--- src/inc/rbs_params.svh ---
`ifndef RBS_PARAMS_SVH
`define RBS_PARAMS_SVH

// ----------------------------------------
// clock and timing
// ----------------------------------------
`define RBS_CLK_MHZ 25
`define RBS_HYST_NS 2000
`define RBS_OSC_STABLE_NS 100000
`define RBS_STRETCH_CYCLES 1024
`define RBS_CNT_W 16

// ----------------------------------------
// supply thresholds, millivolts
// ----------------------------------------
`define RBS_WARN_MV 2950
`define RBS_DROOP_MV 2650
`define RBS_POR_MV 1000

// ----------------------------------------
// reset values and vector
// ----------------------------------------
`define RBS_RESET_VECTOR 32'h0000_0000
`define RBS_SYNC_RESET 3'h7

// ----------------------------------------
// field positions in the comparator group
// ----------------------------------------
`define RBS_LVL_WARN 0
`define RBS_LVL_DROOP 1

`endif

--- src/inc/rbs_pkg.sv ---
`include "rbs_params.svh"

package rbs_pkg;

  typedef enum logic [2:0] {
    ST_HOLD = 3'b000,
    ST_OSC = 3'b001,
    ST_COUNT = 3'b010,
    ST_FLASH = 3'b011,
    ST_RUN = 3'b100
  } rbs_state_t;

  // pin and analogue comparator levels, all raw from the pads
  typedef struct packed {
    logic pin_n;
    logic warn_below;
    logic droop_below;
  } rbs_cmp_t;

  // least time in ns to whole cycles, never under one
  function automatic logic [`RBS_CNT_W-1:0] rbs_min_cycles(input int ns);
    int c;
    c = (ns * `RBS_CLK_MHZ + 999) / 1000;
    if (c < 1) begin
      c = 1;
    end
    return c[`RBS_CNT_W-1:0];
  endfunction : rbs_min_cycles

endpackage : rbs_pkg

--- src/core/rbs_sync.sv ---
module rbs_sync #(
  parameter int W = 3
) (
  input wire logic core_clk,
  input wire logic reset,
  input wire logic [W-1:0] d,
  output logic [W-1:0] q
);
  logic [W-1:0] meta_reg;

  // the first stage feeds only the second
  always_ff @(posedge core_clk) begin
    if (reset) begin
      meta_reg <= '1;
      q <= '1;
    end else begin
      meta_reg <= d;
      q <= meta_reg;
    end
  end
endmodule : rbs_sync

--- src/core/rbs_supervisor.sv ---
// What this block does
// - chip reset is asserted while pin, watchdog, power-on or droop asks.
// - any reset restarts the wake timer; release waits for pin, osc, count, flash.
// - on release the core starts fetching at address zero.
// - peripheral reset ends a cycle before core reset so all registers are set.
// - supply under the warning threshold raises a warning interrupt request.
// - the warning goes to the interrupt controller and to a pollable status bit.
// - supply under the droop threshold asserts chip reset, blocking flash writes.
// - droop reset holds as supply falls; power-on detect then keeps it.
// - both threshold indications have hysteresis so they do not chatter.
// - execution waits until the oscillator has been stable for a set time.
`include "rbs_params.svh"

module rbs_supervisor #(
  parameter logic [`RBS_CNT_W-1:0] STRETCH_CYCLES =
    `RBS_CNT_W'(`RBS_STRETCH_CYCLES)
) (
  input wire logic core_clk,
  input wire logic reset,
  input wire rbs_pkg::rbs_cmp_t cmp_raw,
  input wire logic wdt_req,
  input wire logic por_det,
  input wire logic osc_ready,
  input wire logic flash_init_done,
  output logic core_rst_reg,
  output logic periph_rst_reg,
  output logic fetch_go_reg,
  output logic [31:0] fetch_addr_reg,
  output logic flash_init_req_reg,
  output logic warn_irq_reg,
  output logic warn_status_reg,
  output logic droop_rst_reg
);
  import rbs_pkg::*;

  // ----------------------------------------
  // constants
  // ----------------------------------------
  localparam logic [`RBS_CNT_W-1:0] HYST_CYCLES =
    rbs_min_cycles(`RBS_HYST_NS);
  localparam logic [`RBS_CNT_W-1:0] OSC_CYCLES =
    rbs_min_cycles(`RBS_OSC_STABLE_NS);
  localparam int ONE = 1;

  // ----------------------------------------
  // synchronisers
  // ----------------------------------------
  rbs_cmp_t cmp_sync;

  rbs_sync #(
    .W(3)
  ) u_sync (
    .core_clk(core_clk),
    .reset(reset),
    .d(cmp_raw),
    .q(cmp_sync)
  );

  // ----------------------------------------
  // threshold hysteresis
  // ----------------------------------------
  logic [1:0] lvl_reg;
  logic [`RBS_CNT_W-1:0] hcnt_reg [2];
  wire [1:0] cmp_lvl = {cmp_sync.droop_below, cmp_sync.warn_below};

  // change after steady run
  // a level flips only after the comparator has disagreed for a whole
  // filter window; noise near a threshold just restarts the count
  always_ff @(posedge core_clk) begin
    for (int i = 0; i < 2; i++) begin
      if (reset) begin
        lvl_reg[i] <= 1'b0;
        hcnt_reg[i] <= '0;
      end else if (cmp_lvl[i] == lvl_reg[i]) begin
        hcnt_reg[i] <= '0;
      end else if (hcnt_reg[i] == HYST_CYCLES - 1'b1) begin
        lvl_reg[i] <= cmp_lvl[i];
        hcnt_reg[i] <= '0;
      end else begin
        hcnt_reg[i] <= hcnt_reg[i] + 1'b1;
      end
    end
  end

  wire warn_lvl = lvl_reg[`RBS_LVL_WARN];
  wire droop_lvl = lvl_reg[`RBS_LVL_DROOP];

  // ----------------------------------------
  // reset sources
  // ----------------------------------------
  // asynchronous assertion
  // only pad-level sources may set reset without the clock
  wire raw_assert = por_det | ~cmp_raw.pin_n;
  // por keeps reset below droop range
  wire any_src = ~cmp_sync.pin_n | wdt_req | por_det | droop_lvl | reset;

  // ----------------------------------------
  // wake-up sequencer
  // ----------------------------------------
  rbs_state_t state_reg;
  rbs_state_t state_next;
  logic [`RBS_CNT_W-1:0] cnt_reg;
  logic [`RBS_CNT_W-1:0] cnt_next;

  wire osc_done = osc_ready && (cnt_reg == OSC_CYCLES - 1'b1);
  wire stretch_done = (cnt_reg == STRETCH_CYCLES - 1'b1);

  always_comb begin
    state_next = state_reg;
    cnt_next = cnt_reg + 1'b1;
    unique case (state_reg)
      ST_HOLD: begin
        cnt_next = '0;
        state_next = ST_OSC;
      end
      ST_OSC: begin
        if (!osc_ready) begin
          cnt_next = '0;
        end else if (osc_done) begin
          cnt_next = '0;
          state_next = ST_COUNT;
        end
      end
      ST_COUNT: begin
        if (stretch_done) begin
          cnt_next = '0;
          state_next = ST_FLASH;
        end
      end
      ST_FLASH: begin
        cnt_next = '0;
        if (flash_init_done) begin
          state_next = ST_RUN;
        end
      end
      ST_RUN: begin
        cnt_next = '0;
      end
      default: begin
        cnt_next = '0;
        state_next = ST_HOLD;
      end
    endcase
    if (any_src) begin
      cnt_next = '0;
      state_next = ST_HOLD;
    end
  end

  always_ff @(posedge core_clk or posedge raw_assert) begin
    if (raw_assert) begin
      state_reg <= ST_HOLD;
      cnt_reg <= '0;
    end else begin
      state_reg <= state_next;
      cnt_reg <= cnt_next;
    end
  end

  // ----------------------------------------
  // reset outputs
  // ----------------------------------------
  wire periph_rst_next = (state_next != ST_RUN);
  wire core_rst_next = periph_rst_reg | periph_rst_next;

  always_ff @(posedge core_clk or posedge raw_assert) begin
    if (raw_assert) begin
      periph_rst_reg <= 1'b1;
      core_rst_reg <= 1'b1;
      fetch_go_reg <= 1'b0;
    end else begin
      periph_rst_reg <= periph_rst_next;
      core_rst_reg <= core_rst_next;
      fetch_go_reg <= core_rst_reg & ~core_rst_next;
    end
  end

  always_ff @(posedge core_clk) begin
    if (reset || core_rst_reg) begin
      fetch_addr_reg <= `RBS_RESET_VECTOR;
    end else begin
      fetch_addr_reg <= fetch_addr_reg;
    end
  end

  // ----------------------------------------
  // droop monitor outputs
  // ----------------------------------------
  always_ff @(posedge core_clk) begin
    if (reset) begin
      warn_irq_reg <= 1'b0;
      warn_status_reg <= 1'b0;
      droop_rst_reg <= 1'b0;
      flash_init_req_reg <= 1'b0;
    end else begin
      warn_irq_reg <= warn_lvl;
      warn_status_reg <= warn_lvl;
      droop_rst_reg <= droop_lvl;
      flash_init_req_reg <= (state_next == ST_FLASH);
    end
  end

  // ----------------------------------------
  // assertions
  // ----------------------------------------
  property p_src_reset;
    @(posedge core_clk) disable iff (reset)
      wdt_req |-> ##[1:2] (core_rst_reg && periph_rst_reg);
  endproperty
  a_src_reset: assert property (p_src_reset)
    else $error("watchdog did not assert chip reset");

  property p_stretch;
    @(posedge core_clk) disable iff (reset)
      (state_reg == ST_FLASH && $past(state_reg) == ST_COUNT)
        |-> $past(cnt_reg) == STRETCH_CYCLES - 1'b1;
  endproperty
  a_stretch: assert property (p_stretch)
    else $error("stretch count cut short");

  property p_flash_wait;
    @(posedge core_clk) disable iff (reset)
      (state_reg == ST_RUN && $past(state_reg) == ST_FLASH)
        |-> $past(flash_init_done);
  endproperty
  a_flash_wait: assert property (p_flash_wait)
    else $error("left flash wait without done");

  property p_fetch;
    @(posedge core_clk) disable iff (reset)
      $fell(core_rst_reg) |->
        fetch_go_reg && fetch_addr_reg == `RBS_RESET_VECTOR;
  endproperty
  a_fetch: assert property (p_fetch)
    else $error("fetch not started at vector");

  property p_order;
    @(posedge core_clk) disable iff (reset)
      $fell(core_rst_reg) |-> $past(!periph_rst_reg, ONE);
  endproperty
  a_order: assert property (p_order)
    else $error("core released before peripherals");

  property p_warn;
    @(posedge core_clk) disable iff (reset)
      warn_lvl |=> warn_irq_reg && warn_status_reg;
  endproperty
  a_warn: assert property (p_warn)
    else $error("warning not raised");

  property p_droop;
    @(posedge core_clk) disable iff (reset)
      droop_lvl |=> droop_rst_reg ##[0:1] core_rst_reg;
  endproperty
  a_droop: assert property (p_droop)
    else $error("droop did not reset chip");

  property p_hyst;
    @(posedge core_clk) disable iff (reset)
      $changed(droop_lvl) |-> $past(hcnt_reg[1]) == HYST_CYCLES - 1'b1;
  endproperty
  a_hyst: assert property (p_hyst)
    else $error("droop level changed without filter");

  property p_osc;
    @(posedge core_clk) disable iff (reset)
      (state_reg == ST_COUNT && $past(state_reg) == ST_OSC)
        |-> $past(osc_ready) && $past(cnt_reg) == OSC_CYCLES - 1'b1;
  endproperty
  a_osc: assert property (p_osc)
    else $error("oscillator window too short");

endmodule : rbs_supervisor

--- config.mk ---
export PLATFORM = sky130hd
export DESIGN_NAME = rbs_supervisor
export DESIGN_NICKNAME = d
export VERILOG_FILES = /design/src/inc/rbs_pkg.sv /design/src/core/rbs_sync.sv /design/src/core/rbs_supervisor.sv
export VERILOG_INCLUDE_DIRS = /design/src /design/src/inc
export SDC_FILE = /design/constraint.sdc
export NUM_CORES = 1
export LEC_CHECK = 0
export ABC_AREA = 1
export BUFFER_PORTS_ARGS = -buffer_cell sky130_fd_sc_hd__buf_2
export CORE_MARGIN = 2
export CORE_UTILIZATION = 30
export DETAILED_ROUTE_END_ITERATION = 7
export MAX_ROUTING_LAYER = met4
export PLACE_DENSITY = 0.52
export SLEW_MARGIN = 20
export SYNTH_ARGS = -nofsm -noshare
export SYNTH_HDL_FRONTEND = slang
export SYNTH_HIERARCHICAL = 1
export SYNTH_SLANG_ARGS = --single-unit
--- constraint.sdc ---
create_clock -name core_clk -period 2.1 [get_ports core_clk]
set_input_delay 0 -clock core_clk [delete_from_list [all_inputs] [get_ports core_clk]]
set_output_delay 0 -clock core_clk [all_outputs]
set_load 0.1 [all_outputs]
==> summary.txt, run 1 <==
Floorplan
  • Full die area: 0.0134 mm^2
  • Number of I/O pins: 48
  • Floorplan Core Area: around 0.012 mm^2
  • Effective utilization at floorplan: 31.0%
  • Vert. Die Dim: around 120 um
  • Row cnt: 40
  • Floorplan die width: 116 um

Clocking
  • H-Tree Level Count: 3
  • Clock network latency to the later pin of the worst-skew pair: 0.33 ns
  • CTS tree: yes
  • Resize count post-CTS: 0
  • Clk pin slew, worst setup/hold paths: approximately 0.05 ns
  • Cell at the root of the clock tree: sky130_fd_sc_hd__clkbuf_16
  • Number of buffers created by CTS: 9
  • Count of buffers added by post-CTS timing repair for setup: 0
  • Number of hold-repair buffers added at the cts stage: 7
  • Buffers from clock root to sink, at most: 2
  • TritonCTS sink count: 65

Synth
  • Post-synthesis average cell area: slightly above 8 um^2
  • Unique cell type count in the Yosys netlist: 37
  • Dominant cell by count in the synthesized netlist: sky130_fd_sc_hd__nand2_1
  • Number of instances in the synthesized netlist: 466
  • Leading cell types by total area after synthesis: sky130_fd_sc_hd__edfxtp_1 (26%), sky130_fd_sc_hd__dfrtp_1 (13%), sky130_fd_sc_hd__nand2_1 (7.8%)
  • Share of synthesized registers carrying an async set or reset: about 34%
  • Post-synthesis cell area: 0.00375 mm^2
  • Flip-flop and latch count after synthesis: between 60 and 70
  • Part of the Yosys area used for sequential elements: 46.2%
  • Number of synthesized flops with an enable pin: 32
  • YS warnings: 6
  • Biggest area consumer among synthesized cells: sky130_fd_sc_hd__edfxtp_1
  • Yosys top cell area share: 25.6%
  • Ys flop type: sky130_fd_sc_hd__edfxtp_1
  • Synth cell count leaders: sky130_fd_sc_hd__nand2_1 (78), sky130_fd_sc_hd__nor2_1 (75), sky130_fd_sc_hd__inv_1 (70)

Worst setup path
  • Launching instance or port of the critical path: hcnt_reg[0][0]
  • Cells along the critical path: ha_1, nand2_1, nor2_1, nand2_1, nand2_1, a211oi_1
  • Category of the critical setup timing path: reg2reg
  • Data arrival time of the critical path: 1.84 ns
  • Beginning of the worst register-to-register path: hcnt_reg[0][0]
  • Standard cell with the maximum stage delay on the critical path: sky130_fd_sc_hd__edfxtp_1
  • Worst reg2reg setup slack: between 0.4 and 0.5 ns
  • Endpoint of the worst-slack reg-to-reg timing path: hcnt_reg[0][5]
  • Largest driver fanout on the critical path: 15
  • Slowest cell delay on critical path: 0.43 ns
  • Type of origin of the critical path: flip-flop
  • Worst path required time: 2.25 ns
  • Reg2Reg Depth: 6
  • Crit. End Element: flip-flop
  • Library cell appearing most often on the critical path: sky130_fd_sc_hd__nand2_1

Routing
  • Number of routed nets with antenna violations: 0
  • Pre-antenna DRT Iters: 4
  • Total DRC errors in the routed layout: 0
  • Via density per instance: 4.20
  • Vias: between 2000 and 3000
  • WL per Instance: between 10 and 15 um
  • Initial DRC Count: 173
  • Total wire length after detailed routing: 7150 um

Power
  • Switching Power: 0.925 mW
  • Share of total power consumed by net switching: 27.3%
  • Pwr per Cell Area: just under 800 mW/mm^2
  • Leakage power: 1.98 nW
  • Part of the power in the clock network: around 45%
  • Peak supply drop: 0.343 mV
  • Internal Power: 2.46 mW
  • Register share of total power: 42.3%
  • Logic pwr share: 12.3%

Finish
  • Footprint of the flip-flops and latches: 0.00173 mm^2
  • Antenna fix cells: 0
  • Number of flip-flops in the largest register: 32
  • Proportion of layout cells with a drive suffix above 1: 9.60%
  • Number of fill cells: 1272
  • Post-synthesis to final-layout area growth: 17.1%
  • Layout Utilization: 36.3%
  • Multi-input gate area: 0.00171 mm^2
  • Total number of nets in the final design: 540

STA
  • Relative slew slack: between 60% and 70%
  • Final critical-path setup slack: 0.406 ns
  • Final Hold Vio Count: 0
  • Final-layout setup total negative slack: 0 ns
  • Final period utilization: 80.7%
  • Number of pins exceeding their max-slew limit in the final report: 0
  • Unrepaired setup endpoints after global routing: no
  • Finish-stage setup viols: 0
  • Slew of the pin with the lowest slew margin: about 0.53 ns
  • Post-route minimum period: approximately 1.7 ns
  • Highest clock frequency the design can meet: 590 MHz
  • Min Hold Slack: 0.101 ns
  • Post-Route Skew: 0.00504 ns

Placement
  • Number of buffer cells added on primary ports: 15
  • Detailed-placement wirelength estimate: approximately 5400 um
  • Routability congestion estimate: 0.867
  • Worst slack at placement: 0.376 ns

GRT
  • Vias in the first global route: 2821
  • Antenna violations before repair: 0
  • Sum of overflow across all layers after global routing: 0
  • First-pass GRT wire length: 12600 um
  • Maximum number of pins on one net before global-route repair: 23
  • GRT Total Usage: about an eighth

Hold path
  • Origin of the worst min-delay path: osc_ready
  • Hold worst-path end: cnt_reg[15]
  • Hold Crit Class: in2reg
  • Number of cells on the worst hold path: 5

Run status
  • Result of the run: finished clean

Flow run
  • Number of maximum-capacitance violations: 0
## per-layer routing
metal / global-route usage (%) / up-vias / wire length (um)
met5: - / - / 0
met4: 4.84 / 0 / 102
met3: 3.82 / 12 / 321
met2: 18.3 / 58 / 3200
met1: 15.7 / 1341 / 3530
li1: - / 1524 / -
## power groups by stage
stage	registers (mW)	logic (mW)	clock network [mW]
2_1_floorplan	1.44	0.416	0
3_3_place_gp	1.45	0.406	0
5_1_grt	1.44	0.455	1.65
4_1_cts	1.43	0.418	1.59
6_report	1.43	0.418	1.54
3_5_place_dp	1.46	0.408	0
## worst max-delay path by stage
stage,end,slack (ns),cells past startpoint
floorplan,hcnt_reg[1][10],0.63,8
finish,hcnt_reg[0][5],0.41,6
CTS,hcnt_reg[0][2],0.37,6
global placement,hcnt_reg[0][12],0.41,6
detailed placement,hcnt_reg[0][12],0.38,7
global route,hcnt_reg[0][5],0.20,7
## stage by stage
stage               power, mW  instances  area, um^2
CTS                      3.44        699        4390
global route             3.54        699        4390
global placement         1.86        676        4010
finish                   3.39        699        4390
floorplan                1.86        528        3980
detailed placement       1.86        676        4010
## area by class of cell
type	count	share of cell area, %
clock buffers	16	7.15
repair buffers	23	3.48
multi-input cells	356	39.0
flip-flops and latches	65	39.5
well taps	168	4.79
inverters	71	6.07
## kinds of logic after synthesis
group           synth area share, %
xor+xnor                       2.80
simple gates                   29.0
buf+inv                        14.3
fa+ha+maj                      1.67
flops                          46.2
compound gates                 5.77
other cells                   0.200
## cell usage in the layout (no fill, tap or decap), types with 3 or more instances in the layout
master and count:
sky130_fd_sc_hd__nand2_1 78, sky130_fd_sc_hd__clkbuf_1 3, sky130_fd_sc_hd__xnor2_1 3, sky130_fd_sc_hd__buf_2 15, sky130_fd_sc_hd__edfxtp_1 32, sky130_fd_sc_hd__xor2_1 9, sky130_fd_sc_hd__nor3_1 17, sky130_fd_sc_hd__inv_1 70
sky130_fd_sc_hd__a21oi_1 20, sky130_fd_sc_hd__o21ai_0 11, sky130_fd_sc_hd__nor2_2 5, sky130_fd_sc_hd__dfxtp_1 11, sky130_fd_sc_hd__nor3b_1 4, sky130_fd_sc_hd__ha_1 5, sky130_fd_sc_hd__nand4_1 15, sky130_fd_sc_hd__clkbuf_16 11
sky130_fd_sc_hd__nor2_1 74, sky130_fd_sc_hd__dfrtp_1 20, sky130_fd_sc_hd__dlygate4sd3_1 7, sky130_fd_sc_hd__conb_1 64, sky130_fd_sc_hd__nand2_2 3, sky130_fd_sc_hd__nand3_1 29
## critical path: cells and delay by family (launching register included)
| kind | cells | cell delay [ns] |
|---|---|---|
| DFF | 1 | 0.43 |
| adders and majority gates | 1 | 0.23 |
| AOI/OAI and AO/OA | 1 | 0.30 |
| and+or+nand+nor | 4 | 0.55 |
No activity file was read; power rests on OpenSTA's default activity.
==> run 2, diff against run 1 <==
clock period = 1.67 ns   (was 2.1 ns; I/O delays follow)
==> run 2 against run 1 <==
Compared with the run above:
- sequential power grew 26%
- critical path depth grew 2
- non-clock buffer count grew 12
- clock power grew 17%
- clock skew grew 0.0019 ns
- sequential share of layout area shrank 1.1 points
- utilization grew 1.0 points
- design area grew 2.8%
- total power grew 23%
==> summary.txt, run 2 (synthesis results as in run 1) <==
Run status
  • Result of the run: finished clean

Hold path
  • Hold Crit Class: in2reg
  • Origin of the worst min-delay path: osc_ready

Placement
  • Worst slack at placement: 0.0768 ns (-0.299 ns)
  • Cell area after placement: 0.00408 mm^2 (+1.7%)
  • Number of buffer cells added on primary ports: 15 (unchanged)
  • Routability congestion estimate: 0.850 (-2.0%)
  • Detailed-placement wirelength estimate: 5420 um (+0.92%)

Floorplan
  • Row cnt: 40 (unchanged)
  • Effective utilization at floorplan: 31.0% (unchanged)
  • Full die area: 0.0134 mm^2 (unchanged)
  • Floorplan die width: 116 um (unchanged)
  • Vert. Die Dim: 116 um (unchanged)
  • Floorplan Core Area: 0.0121 mm^2 (unchanged)
  • Number of I/O pins: 48 (unchanged)

Routing
  • Number of routed nets with antenna violations: 0 (unchanged)
  • Vias: 2965 (+1.0%)
  • Via density per instance: 4.17 (-0.68%)
  • Initial DRC Count: 161 (-6.9%)
  • WL per Instance: 10.2 um (about the same)
  • Total wire length after detailed routing: 7280 um (+1.8%)
  • Pre-antenna DRT Iters: 4 (unchanged)
  • Total DRC errors in the routed layout: 0 (unchanged)

Clocking
  • Clock network latency to the later pin of the worst-skew pair: 0.33 ns (about the same)
  • H-Tree Level Count: 3 (unchanged)
  • CTS tree: yes
  • Buffers from clock root to sink, at most: 2 (unchanged)
  • Number of buffers created by CTS: 9 (unchanged)
  • Clk pin slew, worst setup/hold paths: 0.06 ns (about the same)
  • TritonCTS sink count: 65 (unchanged)
  • Cell at the root of the clock tree: sky130_fd_sc_hd__clkbuf_16

Worst setup path
  • Critical path capture point: hcnt_reg[1][8]
  • Worst reg2reg setup slack: 0.07 ns (-0.34 ns)
  • Slowest cell delay on critical path: 0.41 ns (-0.02 ns)
  • Reg2Reg Depth: 8 (+2)
  • Crit. End Element: flip-flop
  • Category of the critical setup timing path: reg2reg
  • Type of origin of the critical path: flip-flop
  • Worst path required time: 1.83 ns (-0.42 ns)
  • Data arrival time of the critical path: 1.76 ns (-0.08 ns)
  • Beginning of the worst register-to-register path: hcnt_reg[1][0]
  • Endpoint of the worst-slack reg-to-reg timing path: hcnt_reg[1][8]
  • Standard cell with the maximum stage delay on the critical path: sky130_fd_sc_hd__edfxtp_1
  • Cells along the critical path: buf_4, ha_1, nand4_1, nor2_1, nand2_1, nand2_2, buf_12, a211oi_1
  • Launching instance or port of the critical path: hcnt_reg[1][0]
  • Largest driver fanout on the critical path: 16 (+1)

Power
  • Leakage power: 2.04 nW (+3.1%)
  • Overall power consumption: 4.16 mW (+23%)
  • Peak supply drop: 0.418 mV (+22%)
  • Pwr per Cell Area: 921 mW/mm^2 (+19%)

STA
  • Final Hold Vio Count: 0 (unchanged)
  • Number of pins exceeding their max-slew limit in the final report: 0 (unchanged)
  • Finish-stage setup viols: 0 (unchanged)
  • Unrepaired setup endpoints after global routing: yes
  • Post-route minimum period: 1.60 ns (-0.0910 ns)
  • Final critical-path setup slack: 0.0673 ns (-0.339 ns)
  • Highest clock frequency the design can meet: 624 MHz (+5.7%)
  • Post-Route Skew: 0.00695 ns (+0.00191 ns)
  • Final period utilization: 96.0% (+15 points)

GRT
  • First-pass GRT wire length: 12500 um (-0.93%)
  • Antenna violations before repair: 0 (unchanged)
  • Maximum number of pins on one net before global-route repair: 23 (unchanged)
  • GRT Total Usage: 12.3% (about the same)
  • Vias in the first global route: 2748 (-2.6%)
  • Sum of overflow across all layers after global routing: 0 (unchanged)

Finish
  • Antenna fix cells: 0 (unchanged)
  • Finished layout cell area: 0.00451 mm^2 (+2.8%)
  • Total number of nets in the final design: 552 (+2.2%)
  • Number of flip-flops in the largest register: 32 (unchanged)
  • Most common cell after layout, fill and taps aside: sky130_fd_sc_hd__nand2_1
  • Number of fill cells: 1268 (-0.31%)
  • Commonest cells after routing, fill and taps aside: sky130_fd_sc_hd__nand2_1 (78), sky130_fd_sc_hd__nor2_1 (73), sky130_fd_sc_hd__inv_1 (69)
  • Proportion of layout cells with a drive suffix above 1: 12.9% (+3.3 points)
  • Post-synthesis to final-layout area growth: 20.4%

Flow run
  • Number of maximum-capacitance violations: 0 (unchanged)
-- run 2: cell count changes in the layout (fill, tap and decap cells not counted), sizes merged --
cell	previous run	this run
buf	16	29
clkbuf	16	14
clkinv	0	2
dlygate4sd3	7	6
-- run 2: cell type report --
class,instances,area (um^2),share of cell area [%]
Clock buffer,14,275,6.10
Multi-Input combinational cell,356,1750,38.8
Tap cell,168,210,4.66
Sequential cell,65,1730,38.4
Clock inverter,2,10.0,0.222
Inverter,71,267,5.90
Timing Repair Buffer,35,265,5.88
-- run 2: critical path, delay by kind of cell (launching register included) --
family | cells | cell delay [ns]
DFF | 1 | 0.41
buffers and inverters | 2 | 0.32
and+or+nand+nor | 4 | 0.31
adders and majority gates | 1 | 0.20
AOI/OAI and AO/OA | 1 | 0.17
-- run 2: metrics by stage --
| step | TNS, ns | util, % | instances | hold WS [ns] |
|---|---|---|---|---|
| 2_1_floorplan | 0 | - | 528 | 0.0724 |
| 3_3_place_gp | 0 | 33.7 | 682 | 0.119 |
| 3_5_place_dp | 0 | 33.7 | 682 | 0.137 |
| 4_1_cts | 0 | 36.5 | 704 | 0.0813 |
| 5_1_grt | -0.0182 | 37.3 | 711 | 0.145 |
| 6_report | 0 | 37.3 | 711 | 0.130 |
-- run 2: report_power, final --
part / switching [mW] / internal, mW / total (mW)
combinational: 0.461 / 0.102 / 0.563
clock: 0.664 / 1.13 / 1.80
sequential: 0.0470 / 1.75 / 1.80
total: 1.17 / 2.98 / 4.16
-- run 2: metal layers --
layer / up-vias / GRT usage [%] / part of all wire, %
met1: 1352 / 15.3 / 48
met5: - / - / 0
met4: 0 / 4.37 / 1.2
met3: 8 / 4.45 / 4.9
li1: 1548 / - / -
met2: 57 / 18.4 / 46
-- run 2: what timing repair did --
action                                  4_1_cts  5_1_grt
gates resized for setup                       0        9
setup buffers                                 0        7
endpoints found under the hold margin        26        0
endpoints found under the setup margin        0       32
hold buffers                                  6        0
-- run 2: worst min-delay path by stage --
stage	to	slack (ns)	cells after the start
2_1_floorplan	droop_rst_reg	0.07	1
3_3_place_gp	cnt_reg[14]	0.12	4
3_5_place_dp	cnt_reg[14]	0.14	4
4_1_cts	cnt_reg[15]	0.08	5
5_1_grt	cnt_reg[15]	0.15	5
6_report	cnt_reg[15]	0.13	5
